## config.mk

```make
export PLATFORM = sky130hd
export DESIGN_NAME = bct_commutation_timer
export DESIGN_NICKNAME = d
export VERILOG_FILES = /design/src/verilog/bct_pkg.sv /design/src/verilog/bct_commutation_timer.sv
export SDC_FILE = /design/constraint.sdc
export NUM_CORES = 1
export LEC_CHECK = 0
export BUFFER_PORTS_ARGS = -buffer_cell sky130_fd_sc_hd__buf_2
export CORE_UTILIZATION = 44
export CTS_CLUSTER_DIAMETER = 60
export DETAILED_ROUTE_END_ITERATION = 10
export PLACE_DENSITY_LB_ADDON = 0.3
export SLEW_MARGIN = 15
export SYNTH_ARGS = -nofsm -noshare
export SYNTH_HDL_FRONTEND = slang
export SYNTH_SLANG_ARGS = --single-unit
```

## constraint.sdc

```tcl
create_clock -name ref_clk -period 8.7 [get_ports ref_clk]
set_clock_uncertainty 0.15 [all_clocks]
set_input_delay 1.305 -clock ref_clk [delete_from_list [all_inputs] [get_ports ref_clk]]
set_output_delay 1.305 -clock ref_clk [all_outputs]
set_load 0.005 [all_outputs]
```

## src/verilog/bct_pkg.sv

```systemverilog
// Register indices, field positions, reset values and timing constants.
package bct_pkg;
   // Register index; the byte address on the bus is four times the index.
   localparam logic [15:0] IDX_STEP6 = 16'h407e;
   localparam logic [15:0] IDX_STEP7 = 16'h4080;
   localparam logic [15:0] IDX_BCNT = 16'h4082;
   localparam logic [15:0] IDX_BCAP = 16'h4084;
   localparam logic [15:0] IDX_BRLD = 16'h4086;
   localparam logic [15:0] IDX_RLIM = 16'h4088;
   localparam logic [15:0] IDX_RCNT = 16'h408a;
   localparam logic [15:0] IDX_UACT = 16'h408c;
   localparam logic [15:0] IDX_UFLT = 16'h408e;
   localparam logic [15:0] IDX_URES = 16'h4090;
   localparam logic [15:0] IDX_UIGN = 16'h4092;
   localparam logic [15:0] IDX_KFALL = 16'h4094;
   localparam logic [15:0] IDX_KRISE = 16'h4096;
   localparam logic [15:0] IDX_IBUS = 16'h4098;
   localparam logic [15:0] IDX_MASKANG = 16'h40a0;
   localparam logic [15:0] IDX_COMMANG = 16'h40a2;
   localparam logic [15:0] IDX_CTRL = 16'h40a4;
   localparam logic [15:0] IDX_ISTAT = 16'h40a6;
   localparam logic [15:0] IDX_IMASK = 16'h40a8;
   localparam int ADDR_W = 18;
   localparam logic [15:0] RST_ZERO = 16'h0000;
   localparam logic [15:0] RST_BCNT = 16'h8000;
   localparam logic [15:0] RST_RCNT = 16'hffff;
   localparam logic [15:0] PAT_MASK = 16'h7fff;
   localparam logic [15:0] POS15_MASK = 16'h7fff;
   localparam int F_EDGE_DIR = 14;
   localparam int F_EDGE_SEL = 12;
   localparam int F_POL = 6;
   localparam int F_EN = 0;
   localparam int C_BASE_EN = 0;
   localparam int C_RLD_EN = 1;
   localparam int C_BRS_POS = 2;
   localparam int C_BRS_WTIM = 3;
   localparam int C_STEP = 4;
   localparam int C_WSEQ = 5;
   localparam int I_POS = 0;
   localparam int I_BOVF = 1;
   localparam int I_ROVF = 2;
   localparam int I_WSEQ = 3;
   localparam int CLK_MHZ = 200;
   localparam int DEAD_NS = 500;
   localparam int DEAD_CYC = (DEAD_NS * CLK_MHZ + 999) / 1000;
   localparam logic [3:0] CH_ACT = 4'h0;
   localparam logic [3:0] CH_FLT = 4'h1;
   localparam logic [3:0] CH_IBUS = 4'h4;
   localparam int FILT_SHIFT = 3;
   localparam logic [1:0] RESP_OKAY = 2'h0;
   localparam logic [1:0] RESP_SLVERR = 2'h2;
endpackage

```

## src/verilog/bct_commutation_timer.sv

```systemverilog
// Commutation timer for a brushless motor with an AXI4-Lite register port.
`timescale 1ns/10ps
module bct_commutation_timer #(
   parameter logic [15:0] DEAD_CYC = 16'(bct_pkg::DEAD_CYC),
   parameter logic [3:0] ACT_CH = bct_pkg::CH_ACT,
   parameter logic [3:0] FLT_CH = bct_pkg::CH_FLT,
   parameter logic [3:0] IBUS_CH = bct_pkg::CH_IBUS,
   parameter int FILT_SHIFT = bct_pkg::FILT_SHIFT
) (
   input wire logic ref_clk,
   input wire logic rst_n,
   input wire logic [bct_pkg::ADDR_W-1:0] awaddr,
   input wire logic awvalid,
   output logic awready,
   input wire logic [31:0] wdata,
   input wire logic [3:0] wstrb,
   input wire logic wvalid,
   output logic wready,
   output logic [1:0] bresp,
   output logic bvalid,
   input wire logic bready,
   input wire logic [bct_pkg::ADDR_W-1:0] araddr,
   input wire logic arvalid,
   output logic arready,
   output logic [31:0] rdata,
   output logic [1:0] rresp,
   output logic rvalid,
   input wire logic rready,
   input wire logic [2:0] cmpIn,
   input wire logic pwmIn,
   input wire logic adcValid,
   input wire logic [3:0] adcChan,
   input wire logic [11:0] adcData,
   output logic [2:0] gateHigh,
   output logic [2:0] gateLow,
   output logic irq
);

   function automatic logic isMapped(input logic [15:0] idx);
      case (idx)
         bct_pkg::IDX_STEP6, bct_pkg::IDX_STEP7, bct_pkg::IDX_BCNT,
         bct_pkg::IDX_BCAP, bct_pkg::IDX_BRLD, bct_pkg::IDX_RLIM,
         bct_pkg::IDX_RCNT, bct_pkg::IDX_UACT, bct_pkg::IDX_UFLT,
         bct_pkg::IDX_URES, bct_pkg::IDX_UIGN, bct_pkg::IDX_KFALL,
         bct_pkg::IDX_KRISE, bct_pkg::IDX_IBUS, bct_pkg::IDX_MASKANG,
         bct_pkg::IDX_COMMANG, bct_pkg::IDX_CTRL, bct_pkg::IDX_ISTAT,
         bct_pkg::IDX_IMASK: isMapped = 1'b1;
         default: isMapped = 1'b0;
      endcase
   endfunction

   function automatic logic [15:0] upd(input logic [15:0] old,
                                       input logic [15:0] d,
                                       input logic [15:0] m);
      upd = (old & ~m) | (d & m);
   endfunction

   // Bus slave state.
   logic awHeld, wHeld, next_awHeld, next_wHeld;
   logic [15:0] awIdx, next_awIdx, wData, next_wData, wMask, next_wMask;
   logic next_awready, next_wready, next_bvalid, next_arready, next_rvalid;
   logic [1:0] next_bresp, next_rresp;
   logic [31:0] next_rdata;
   logic doWrite;
   logic [15:0] rdVal;

   // Register file and timers.
   logic [15:0] step6, step7, bcnt, bcap, brld, rlim, rcnt;
   logic [15:0] uact, uflt, ures, uign, kfall, krise, ibus;
   logic [15:0] maskAng, commAng;
   logic [15:0] next_step6, next_step7, next_bcnt, next_bcap, next_brld;
   logic [15:0] next_rlim, next_rcnt, next_uact, next_uflt, next_ures;
   logic [15:0] next_uign, next_kfall, next_krise, next_ibus;
   logic [15:0] next_maskAng, next_commAng;
   logic [4:0] ctrl, next_ctrl;
   logic [3:0] istat, imask, next_istat, next_imask, istatClr;
   logic next_irq;
   logic [15:0] ctlWr, imaskWr, curPat, sample16, coefSel;
   logic [31:0] prod;
   logic signed [16:0] filtDiff, filtStep;
   logic posEvt, wseqEvt, baseRst, bovf, rovf;

   // Comparator inputs and gate drive.
   logic [2:0] cmpS1, cmpS2, cmpPrev, rise, fall;
   logic [1:0] selPh;
   logic pwmPrev;
   logic [2:0] nextHigh, nextLow;

   assign doWrite = awHeld && wHeld && !bvalid;

   always_comb begin
      next_awHeld = awHeld;
      next_wHeld = wHeld;
      next_awIdx = awIdx;
      next_wData = wData;
      next_wMask = wMask;
      next_bvalid = bvalid;
      next_bresp = bresp;
      next_rvalid = rvalid;
      next_rdata = rdata;
      next_rresp = rresp;
      if (awvalid && awready) begin
         next_awHeld = 1'b1;
         next_awIdx = awaddr[17:2];
      end
      if (wvalid && wready) begin
         next_wHeld = 1'b1;
         next_wData = wdata[15:0];
         next_wMask = {{8{wstrb[1]}}, {8{wstrb[0]}}};
      end
      if (bvalid && bready) begin
         next_bvalid = 1'b0;
      end
      if (doWrite) begin
         next_awHeld = 1'b0;
         next_wHeld = 1'b0;
         next_bvalid = 1'b1;
         next_bresp = isMapped(awIdx) ? bct_pkg::RESP_OKAY
                                      : bct_pkg::RESP_SLVERR;
      end
      if (rvalid && rready) begin
         next_rvalid = 1'b0;
      end
      if (arvalid && arready) begin
         next_rvalid = 1'b1;
         next_rdata = {16'h0000, rdVal};
         next_rresp = isMapped(araddr[17:2]) ? bct_pkg::RESP_OKAY
                                             : bct_pkg::RESP_SLVERR;
      end
      next_awready = !next_awHeld && !next_bvalid;
      next_wready = !next_wHeld && !next_bvalid;
      next_arready = !next_rvalid;
   end

   always_comb begin
      case (araddr[17:2])
         bct_pkg::IDX_STEP6: rdVal = step6;
         bct_pkg::IDX_STEP7: rdVal = step7;
         bct_pkg::IDX_BCNT: rdVal = bcnt;
         bct_pkg::IDX_BCAP: rdVal = bcap;
         bct_pkg::IDX_BRLD: rdVal = brld;
         bct_pkg::IDX_RLIM: rdVal = rlim;
         bct_pkg::IDX_RCNT: rdVal = rcnt;
         bct_pkg::IDX_UACT: rdVal = uact;
         bct_pkg::IDX_UFLT: rdVal = uflt;
         bct_pkg::IDX_URES: rdVal = ures;
         bct_pkg::IDX_UIGN: rdVal = uign;
         bct_pkg::IDX_KFALL: rdVal = kfall;
         bct_pkg::IDX_KRISE: rdVal = krise;
         bct_pkg::IDX_IBUS: rdVal = ibus;
         bct_pkg::IDX_MASKANG: rdVal = maskAng;
         bct_pkg::IDX_COMMANG: rdVal = commAng;
         bct_pkg::IDX_CTRL: rdVal = {11'h000, ctrl};
         bct_pkg::IDX_ISTAT: rdVal = {12'h000, istat};
         bct_pkg::IDX_IMASK: rdVal = {12'h000, imask};
         default: rdVal = 16'h0000;
      endcase
   end

   always_ff @(posedge ref_clk or negedge rst_n) begin
      if (!rst_n) begin
         awHeld <= 1'b0;
         wHeld <= 1'b0;
         awIdx <= bct_pkg::RST_ZERO;
         wData <= bct_pkg::RST_ZERO;
         wMask <= bct_pkg::RST_ZERO;
         awready <= 1'b0;
         wready <= 1'b0;
         bvalid <= 1'b0;
         bresp <= bct_pkg::RESP_OKAY;
         arready <= 1'b0;
         rvalid <= 1'b0;
         rdata <= 32'h00000000;
         rresp <= bct_pkg::RESP_OKAY;
      end else begin
         awHeld <= next_awHeld;
         wHeld <= next_wHeld;
         awIdx <= next_awIdx;
         wData <= next_wData;
         wMask <= next_wMask;
         awready <= next_awready;
         wready <= next_wready;
         bvalid <= next_bvalid;
         bresp <= next_bresp;
         arready <= next_arready;
         rvalid <= next_rvalid;
         rdata <= next_rdata;
         rresp <= next_rresp;
      end
   end

   // The comparators are asynchronous to the system clock.
   always_ff @(posedge ref_clk or negedge rst_n) begin
      if (!rst_n) begin
         cmpS1 <= 3'h0;
         cmpS2 <= 3'h0;
         cmpPrev <= 3'h0;
         pwmPrev <= 1'b0;
      end else begin
         cmpS1 <= cmpIn;
         cmpS2 <= cmpS1;
         cmpPrev <= cmpS2;
         pwmPrev <= pwmIn;
      end
   end

   assign curPat = ctrl[bct_pkg::C_STEP] ? step7 : step6;
   assign selPh = curPat[bct_pkg::F_EDGE_SEL +: 2];
   assign rise = cmpS2 & ~cmpPrev;
   assign fall = ~cmpS2 & cmpPrev;
   assign ctlWr = upd({11'h000, ctrl}, wData, wMask);
   assign imaskWr = upd({12'h000, imask}, wData, wMask);
   assign wseqEvt = doWrite && awIdx == bct_pkg::IDX_CTRL
                    && ctlWr[bct_pkg::C_WSEQ];
   assign istatClr = (doWrite && awIdx == bct_pkg::IDX_ISTAT) ?
                     (wData[3:0] & wMask[3:0]) : 4'h0;
   assign baseRst = (ctrl[bct_pkg::C_BRS_POS] && posEvt)
                    || (ctrl[bct_pkg::C_BRS_WTIM] && rovf);
   assign bovf = ctrl[bct_pkg::C_BASE_EN] && !baseRst && bcnt == brld;
   assign rovf = ctrl[bct_pkg::C_RLD_EN] && rcnt == rlim;
   assign sample16 = {1'b0, adcData, 3'b000};
   assign coefSel = curPat[bct_pkg::F_EDGE_DIR] ? kfall : krise;
   assign prod = uact * coefSel;
   assign filtDiff = $signed({1'b0, sample16}) - $signed({1'b0, ibus});
   assign filtStep = filtDiff >>> FILT_SHIFT;

   always_comb begin
      posEvt = 1'b0;
      if (selPh != 2'h0) begin
         posEvt = curPat[bct_pkg::F_EDGE_DIR] ? fall[selPh - 2'h1]
                                              : rise[selPh - 2'h1];
      end
   end

   always_comb begin
      next_step6 = step6;
      next_step7 = step7;
      next_bcnt = bcnt;
      next_bcap = bcap;
      next_brld = brld;
      next_rlim = rlim;
      next_rcnt = rcnt;
      next_uact = uact;
      next_uflt = uflt;
      next_ures = ures;
      next_uign = uign;
      next_kfall = kfall;
      next_krise = krise;
      next_ibus = ibus;
      next_maskAng = maskAng;
      next_commAng = commAng;
      next_ctrl = ctrl;
      next_imask = imask;
      if (doWrite) begin
         case (awIdx)
            bct_pkg::IDX_STEP6:
               next_step6 = upd(step6, wData, wMask) & bct_pkg::PAT_MASK;
            bct_pkg::IDX_STEP7:
               next_step7 = upd(step7, wData, wMask) & bct_pkg::PAT_MASK;
            bct_pkg::IDX_BCNT: next_bcnt = upd(bcnt, wData, wMask);
            bct_pkg::IDX_BCAP: next_bcap = upd(bcap, wData, wMask);
            bct_pkg::IDX_BRLD: next_brld = upd(brld, wData, wMask);
            bct_pkg::IDX_RLIM: next_rlim = upd(rlim, wData, wMask);
            bct_pkg::IDX_RCNT: next_rcnt = upd(rcnt, wData, wMask);
            bct_pkg::IDX_UACT:
               next_uact = upd(uact, wData, wMask) & bct_pkg::POS15_MASK;
            bct_pkg::IDX_UFLT:
               next_uflt = upd(uflt, wData, wMask) & bct_pkg::POS15_MASK;
            bct_pkg::IDX_URES: next_ures = upd(ures, wData, wMask);
            bct_pkg::IDX_UIGN: next_uign = upd(uign, wData, wMask);
            bct_pkg::IDX_KFALL:
               next_kfall = upd(kfall, wData, wMask) & bct_pkg::POS15_MASK;
            bct_pkg::IDX_KRISE:
               next_krise = upd(krise, wData, wMask) & bct_pkg::POS15_MASK;
            bct_pkg::IDX_MASKANG:
               next_maskAng = upd(maskAng, wData, wMask);
            bct_pkg::IDX_COMMANG:
               next_commAng = upd(commAng, wData, wMask);
            bct_pkg::IDX_CTRL: next_ctrl = ctlWr[4:0];
            bct_pkg::IDX_IMASK: next_imask = imaskWr[3:0];
            default: next_ctrl = ctrl;
         endcase
      end
      // Hardware updates win over a software write in the same cycle.
      // Base reset and capture.
      if (baseRst) begin
         next_bcap = bcnt;
         next_bcnt = bct_pkg::RST_ZERO;
      end else if (bovf) begin
         next_bcnt = bct_pkg::RST_ZERO;
      end else if (ctrl[bct_pkg::C_BASE_EN]) begin
         next_bcnt = bcnt + 16'h0001;
      end
      if (posEvt) begin
         next_rlim = commAng;
         next_rcnt = bct_pkg::RST_ZERO;
      end else if (wseqEvt) begin
         next_rlim = maskAng;
         next_rcnt = bct_pkg::RST_ZERO;
      end else if (rovf) begin
         next_rcnt = bct_pkg::RST_ZERO;
      end else if (ctrl[bct_pkg::C_RLD_EN]) begin
         next_rcnt = rcnt + 16'h0001;
      end
      if (adcValid) begin
         if (adcChan == ACT_CH && sample16 >= uign) begin
            next_uact = sample16;
         end
         if (adcChan == FLT_CH) begin
            next_uflt = sample16;
            next_ures = sample16 - prod[30:15];
         end
         if (adcChan == IBUS_CH) begin
            next_ibus = ibus + filtStep[15:0];
         end
      end
      next_istat = (istat & ~istatClr) | {wseqEvt, rovf, bovf, posEvt};
      next_irq = |(next_istat & next_imask);
   end

   always_ff @(posedge ref_clk or negedge rst_n) begin
      if (!rst_n) begin
         step6 <= bct_pkg::RST_ZERO;
         step7 <= bct_pkg::RST_ZERO;
         bcnt <= bct_pkg::RST_BCNT;
         bcap <= bct_pkg::RST_ZERO;
         brld <= bct_pkg::RST_ZERO;
         rlim <= bct_pkg::RST_ZERO;
         rcnt <= bct_pkg::RST_RCNT;
         uact <= bct_pkg::RST_ZERO;
         uflt <= bct_pkg::RST_ZERO;
         ures <= bct_pkg::RST_ZERO;
         uign <= bct_pkg::RST_ZERO;
         kfall <= bct_pkg::RST_ZERO;
         krise <= bct_pkg::RST_ZERO;
         ibus <= bct_pkg::RST_ZERO;
         maskAng <= bct_pkg::RST_ZERO;
         commAng <= bct_pkg::RST_ZERO;
         ctrl <= 5'h00;
         istat <= 4'h0;
         imask <= 4'h0;
         irq <= 1'b0;
      end else begin
         step6 <= next_step6;
         step7 <= next_step7;
         bcnt <= next_bcnt;
         bcap <= next_bcap;
         brld <= next_brld;
         rlim <= next_rlim;
         rcnt <= next_rcnt;
         uact <= next_uact;
         uflt <= next_uflt;
         ures <= next_ures;
         uign <= next_uign;
         kfall <= next_kfall;
         krise <= next_krise;
         ibus <= next_ibus;
         maskAng <= next_maskAng;
         commAng <= next_commAng;
         ctrl <= next_ctrl;
         istat <= next_istat;
         imask <= next_imask;
         irq <= next_irq;
      end
   end

   // Phases in order U, V, W; low-side enable and polarity sit below high.
   for (genvar p = 0; p < 3; p++) begin : g_ph
      logic lowEn, highEn, lowPol, highPol, both, lowAct, highAct;
      logic [15:0] dead, next_dead;
      assign lowEn = curPat[bct_pkg::F_EN + 2 * p];
      assign highEn = curPat[bct_pkg::F_EN + 2 * p + 1];
      assign lowPol = curPat[bct_pkg::F_POL + 2 * p];
      assign highPol = curPat[bct_pkg::F_POL + 2 * p + 1];
      assign both = lowEn && highEn;
      always_comb begin
         next_dead = dead;
         // Dead time on each PWM edge while both sides of the pair are enabled.
         if (both && pwmIn != pwmPrev) begin
            next_dead = DEAD_CYC;
         end else if (dead != 16'h0000) begin
            next_dead = dead - 16'h0001;
         end
         highAct = both ? (pwmIn && pwmIn == pwmPrev && dead == 16'h0000)
                        : (highEn && pwmIn);
         lowAct = both ? (!pwmIn && pwmIn == pwmPrev && dead == 16'h0000)
                       : lowEn;
      end
      assign nextHigh[p] = highAct ^ highPol;
      assign nextLow[p] = lowAct ^ lowPol;
      always_ff @(posedge ref_clk or negedge rst_n) begin
         if (!rst_n) begin
            dead <= 16'h0000;
         end else begin
            dead <= next_dead;
         end
      end
   end

   always_ff @(posedge ref_clk or negedge rst_n) begin
      if (!rst_n) begin
         gateHigh <= 3'h0;
         gateLow <= 3'h0;
      end else begin
         gateHigh <= nextHigh;
         gateLow <= nextLow;
      end
   end
endmodule

```

==> results.toml <==
[cts]
clk_path_buf_depth = 3
holdBufCountCts = 0
cts_sinks = 389
path_clk_slew_ns = 0.06
clockRootBuffer = "clkbuf_16"
htreeDepth = 2
insertion_delay_ns = 0.56
cts_buffers = 41
cts_tree = "yes"

[sta]
fin_ws_ns = -0.1259
tightest_slew_ns = 1.242
slew_headroom = 0.1657
rsz0062_at_grt = "yes"
drv_slew = 0
hold_violations = 0
setup_viol = 4
finalCritPeriodShare = 1.014
fin_crit_ns = 8.826
fmax_mhz = 113.3

[placed_design]
portBuffers = 107
pre_cts_slack_ns = -0.1172
placed_area_sq_mm = 0.03133
dp_cells = 3982
hpwl_mm = 63.59
gp_congestion = 0.9612

[grt]
grt_use_total = 0.2582
grt_pass1_vias = 22716
grt_pass1_wl_mm = 134.4
grtUsageMet2 = 0.3979
grt-busiest-layer = "met2"
grt_max_degree = 155
use_met3 = 0.04298
grt_overflow = 0
grt_antenna_before_repair = 2
grt.met1_usage = 0.3705

[detailed_routing]
drc = 0
routed_wl_mm = 86.60
wl_per_cell_um = 21.28
vias = 23625
drt_iter0_drc = 2429
ant_nets = 0
dr.pass1.iters = 5
vias_per_cell = 5.805

[die]
die_w_um = 259.8
num_rows = 94
start_util = 0.4449
core_area_sq_mm = 0.06575
dieArea_sq_mm = 0.06751
die_h_um = 259.8
io_pins = 148

[worst_setup_path]
critical_path.most_common_cell = "fa_1"
critical_path.slowest_cell = "fa_1"
worstSetupPathType = "reg -> reg"
max_stage_delay_ns = 0.56
startpoint_type = "register"
end_kind = "register"
path_max_fanout = 7
required_ns = 8.95
arrival_ns = 9.08

[synth]
ys_ff_latch = 389
ys.flop_type = "dfrtp_1"
netlist_instances = 3036
synth_edf_count = 0
ys_types = 85
async_flop_share = 1.000
yosysSeqAreaShare = 0.3335
syn_avg_cell_area_sq_um = 9.634
yosys.area.top_type = "dfrtp_1"
synthesis.area_sq_mm = 0.02925
synth_top_area_frac = 0.3183
yosys_warnings = 0
ys_top_cells_by_area = "dfrtp_1, fa_1, mux2_2, ha_1, nand2_1"

[layout]
syn_to_final_growth_pct = 12.95
seq_area_sq_mm = 0.009756
final_cell_mix = "dfrtp_1, nand2_1, inv_1"
nNetsFinal = 3609
nFillCells = 6091
multi_input_area_sq_mm = 0.01818
final_common_cell = "dfrtp_1"
fin_cells = 4070
drive_gt1_frac = 0.1904
fin_area_sq_mm = 0.03304

[hold_path]
hold_path.class = "reg -> reg"

[pwr]
ir_worst_vdd_uv = 271.6
p_leak_nw = 15.38
p_per_area_mw_per_mm2 = 181.2

[flow_run]
cap_violations = 0

[outcome]
violations = "negative setup slack"
outcome = "finished with violations"
==> worst max-delay path: cells and delay by family, from the launching register on <==
family	cells	cell delay, ns
adder cells (fa/ha/maj)	8	3.63
buffers and inverters	13	1.40
AO/OA/AOI/OAI	7	1.17
AND/OR/NAND/NOR	8	1.08
multiplexers	2	0.54
flip-flops	1	0.40
XOR/XNOR	2	0.29
==> where the power goes <==
group	internal (mW)	leakage [nW]	switching (mW)	total (mW)
combinational	0.781	9.74	0.955	1.74
clock	0.941	0.602	0.741	1.68
sequential	2.06	5.04	0.510	2.57
==> cell usage after synthesis (17+ instances only) <==
cell,n
a21o_1,23
a21oi_1,120
a221oi_1,36
a22o_1,21
a22oi_1,60
a31oi_1,24
and2_1,67
and3_1,19
buf_4,19
clkbuf_1,132
dfrtp_1,372
dfstp_2,17
fa_1,180
ha_1,152
inv_1,274
mux2_2,197
mux2i_1,60
nand2_1,313
nand2b_1,28
nand3_1,77
nand4_1,23
nor2_1,174
nor2b_1,103
nor3_1,39
nor4_1,20
o21ai_0,145
xnor2_1,88
xor2_1,39
==> cell families (layout without fill, tap and decap cells) <==
group,count (synthesis),in the layout,synth area share
adder cells (fa/ha/maj),333,333,0.1886
buffers and inverters,440,591,0.05929
XOR/XNOR,128,128,0.03880
flip-flops,389,389,0.3335
other,1,20,0.0001282
multiplexers,258,258,0.09715
AND/OR/NAND/NOR,936,936,0.1583
AO/OA/AOI/OAI,551,551,0.1242
==> stage by stage <==
| stage | utilization | hold slack, ns | setup TNS (ns) | power, mW |
|---|---|---|---|---|
| 3_3_place_gp | 0.4766 | 0.1831 | -0.09434 | 4.260 |
| 5_1_grt | 0.5024 | 0.2195 | -3.020 | 6.307 |
| 6_report | 0.5025 | 0.2039 | -0.2833 | 5.986 |
| 4_1_cts | 0.4990 | 0.2019 | 0 | 5.978 |
| 2_1_floorplan | - | 0.1812 | 0 | 3.634 |
| 3_5_place_dp | 0.4766 | 0.1872 | -0.1890 | 4.290 |
==> path summary, 6_finish.rpt <==
path | startpoint | to | slack (ns) | depth (start not counted)
hold / removal | cmpS1[2] | cmpS2[2] | 0.20 | 0
hold reg to reg | cmpS1[2] | cmpS2[2] | 0.20 | 0
setup reg to reg | register | ures[12] | -0.13 | 40
setup / recovery | register | ures[12] | -0.13 | 40
min in group asynchronous | rst_n | awIdx[10] | 0.66 | 1
max in group asynchronous | rst_n | cmpS1[2] | 6.32 | 2
==> area by class of cell <==
class,count,area share
Sequential cell,389,0.2953
Clock inverter,11,0.002689
Inverter,274,0.03113
Multi-Input combinational cell,2224,0.5505
Clock buffer,59,0.03462
Tap cell,864,0.03272
Timing Repair Buffer,247,0.05291
Antenna cell,2,0.0001515
==> metal layers <==
layer,vias up,share of wire
li1,10658,-
met5,-,0.00020
met4,2,0.030
met2,946,0.45
met3,167,0.081
met1,11852,0.44
==> repair_timing <==
item,4_1_cts,5_1_grt
cloned,1,0
pin swaps,24,27
resized for setup,23,55
buffers inserted,11,5
setup endpoints to repair,2,10
No activity file was read; power rests on OpenSTA's default activity.
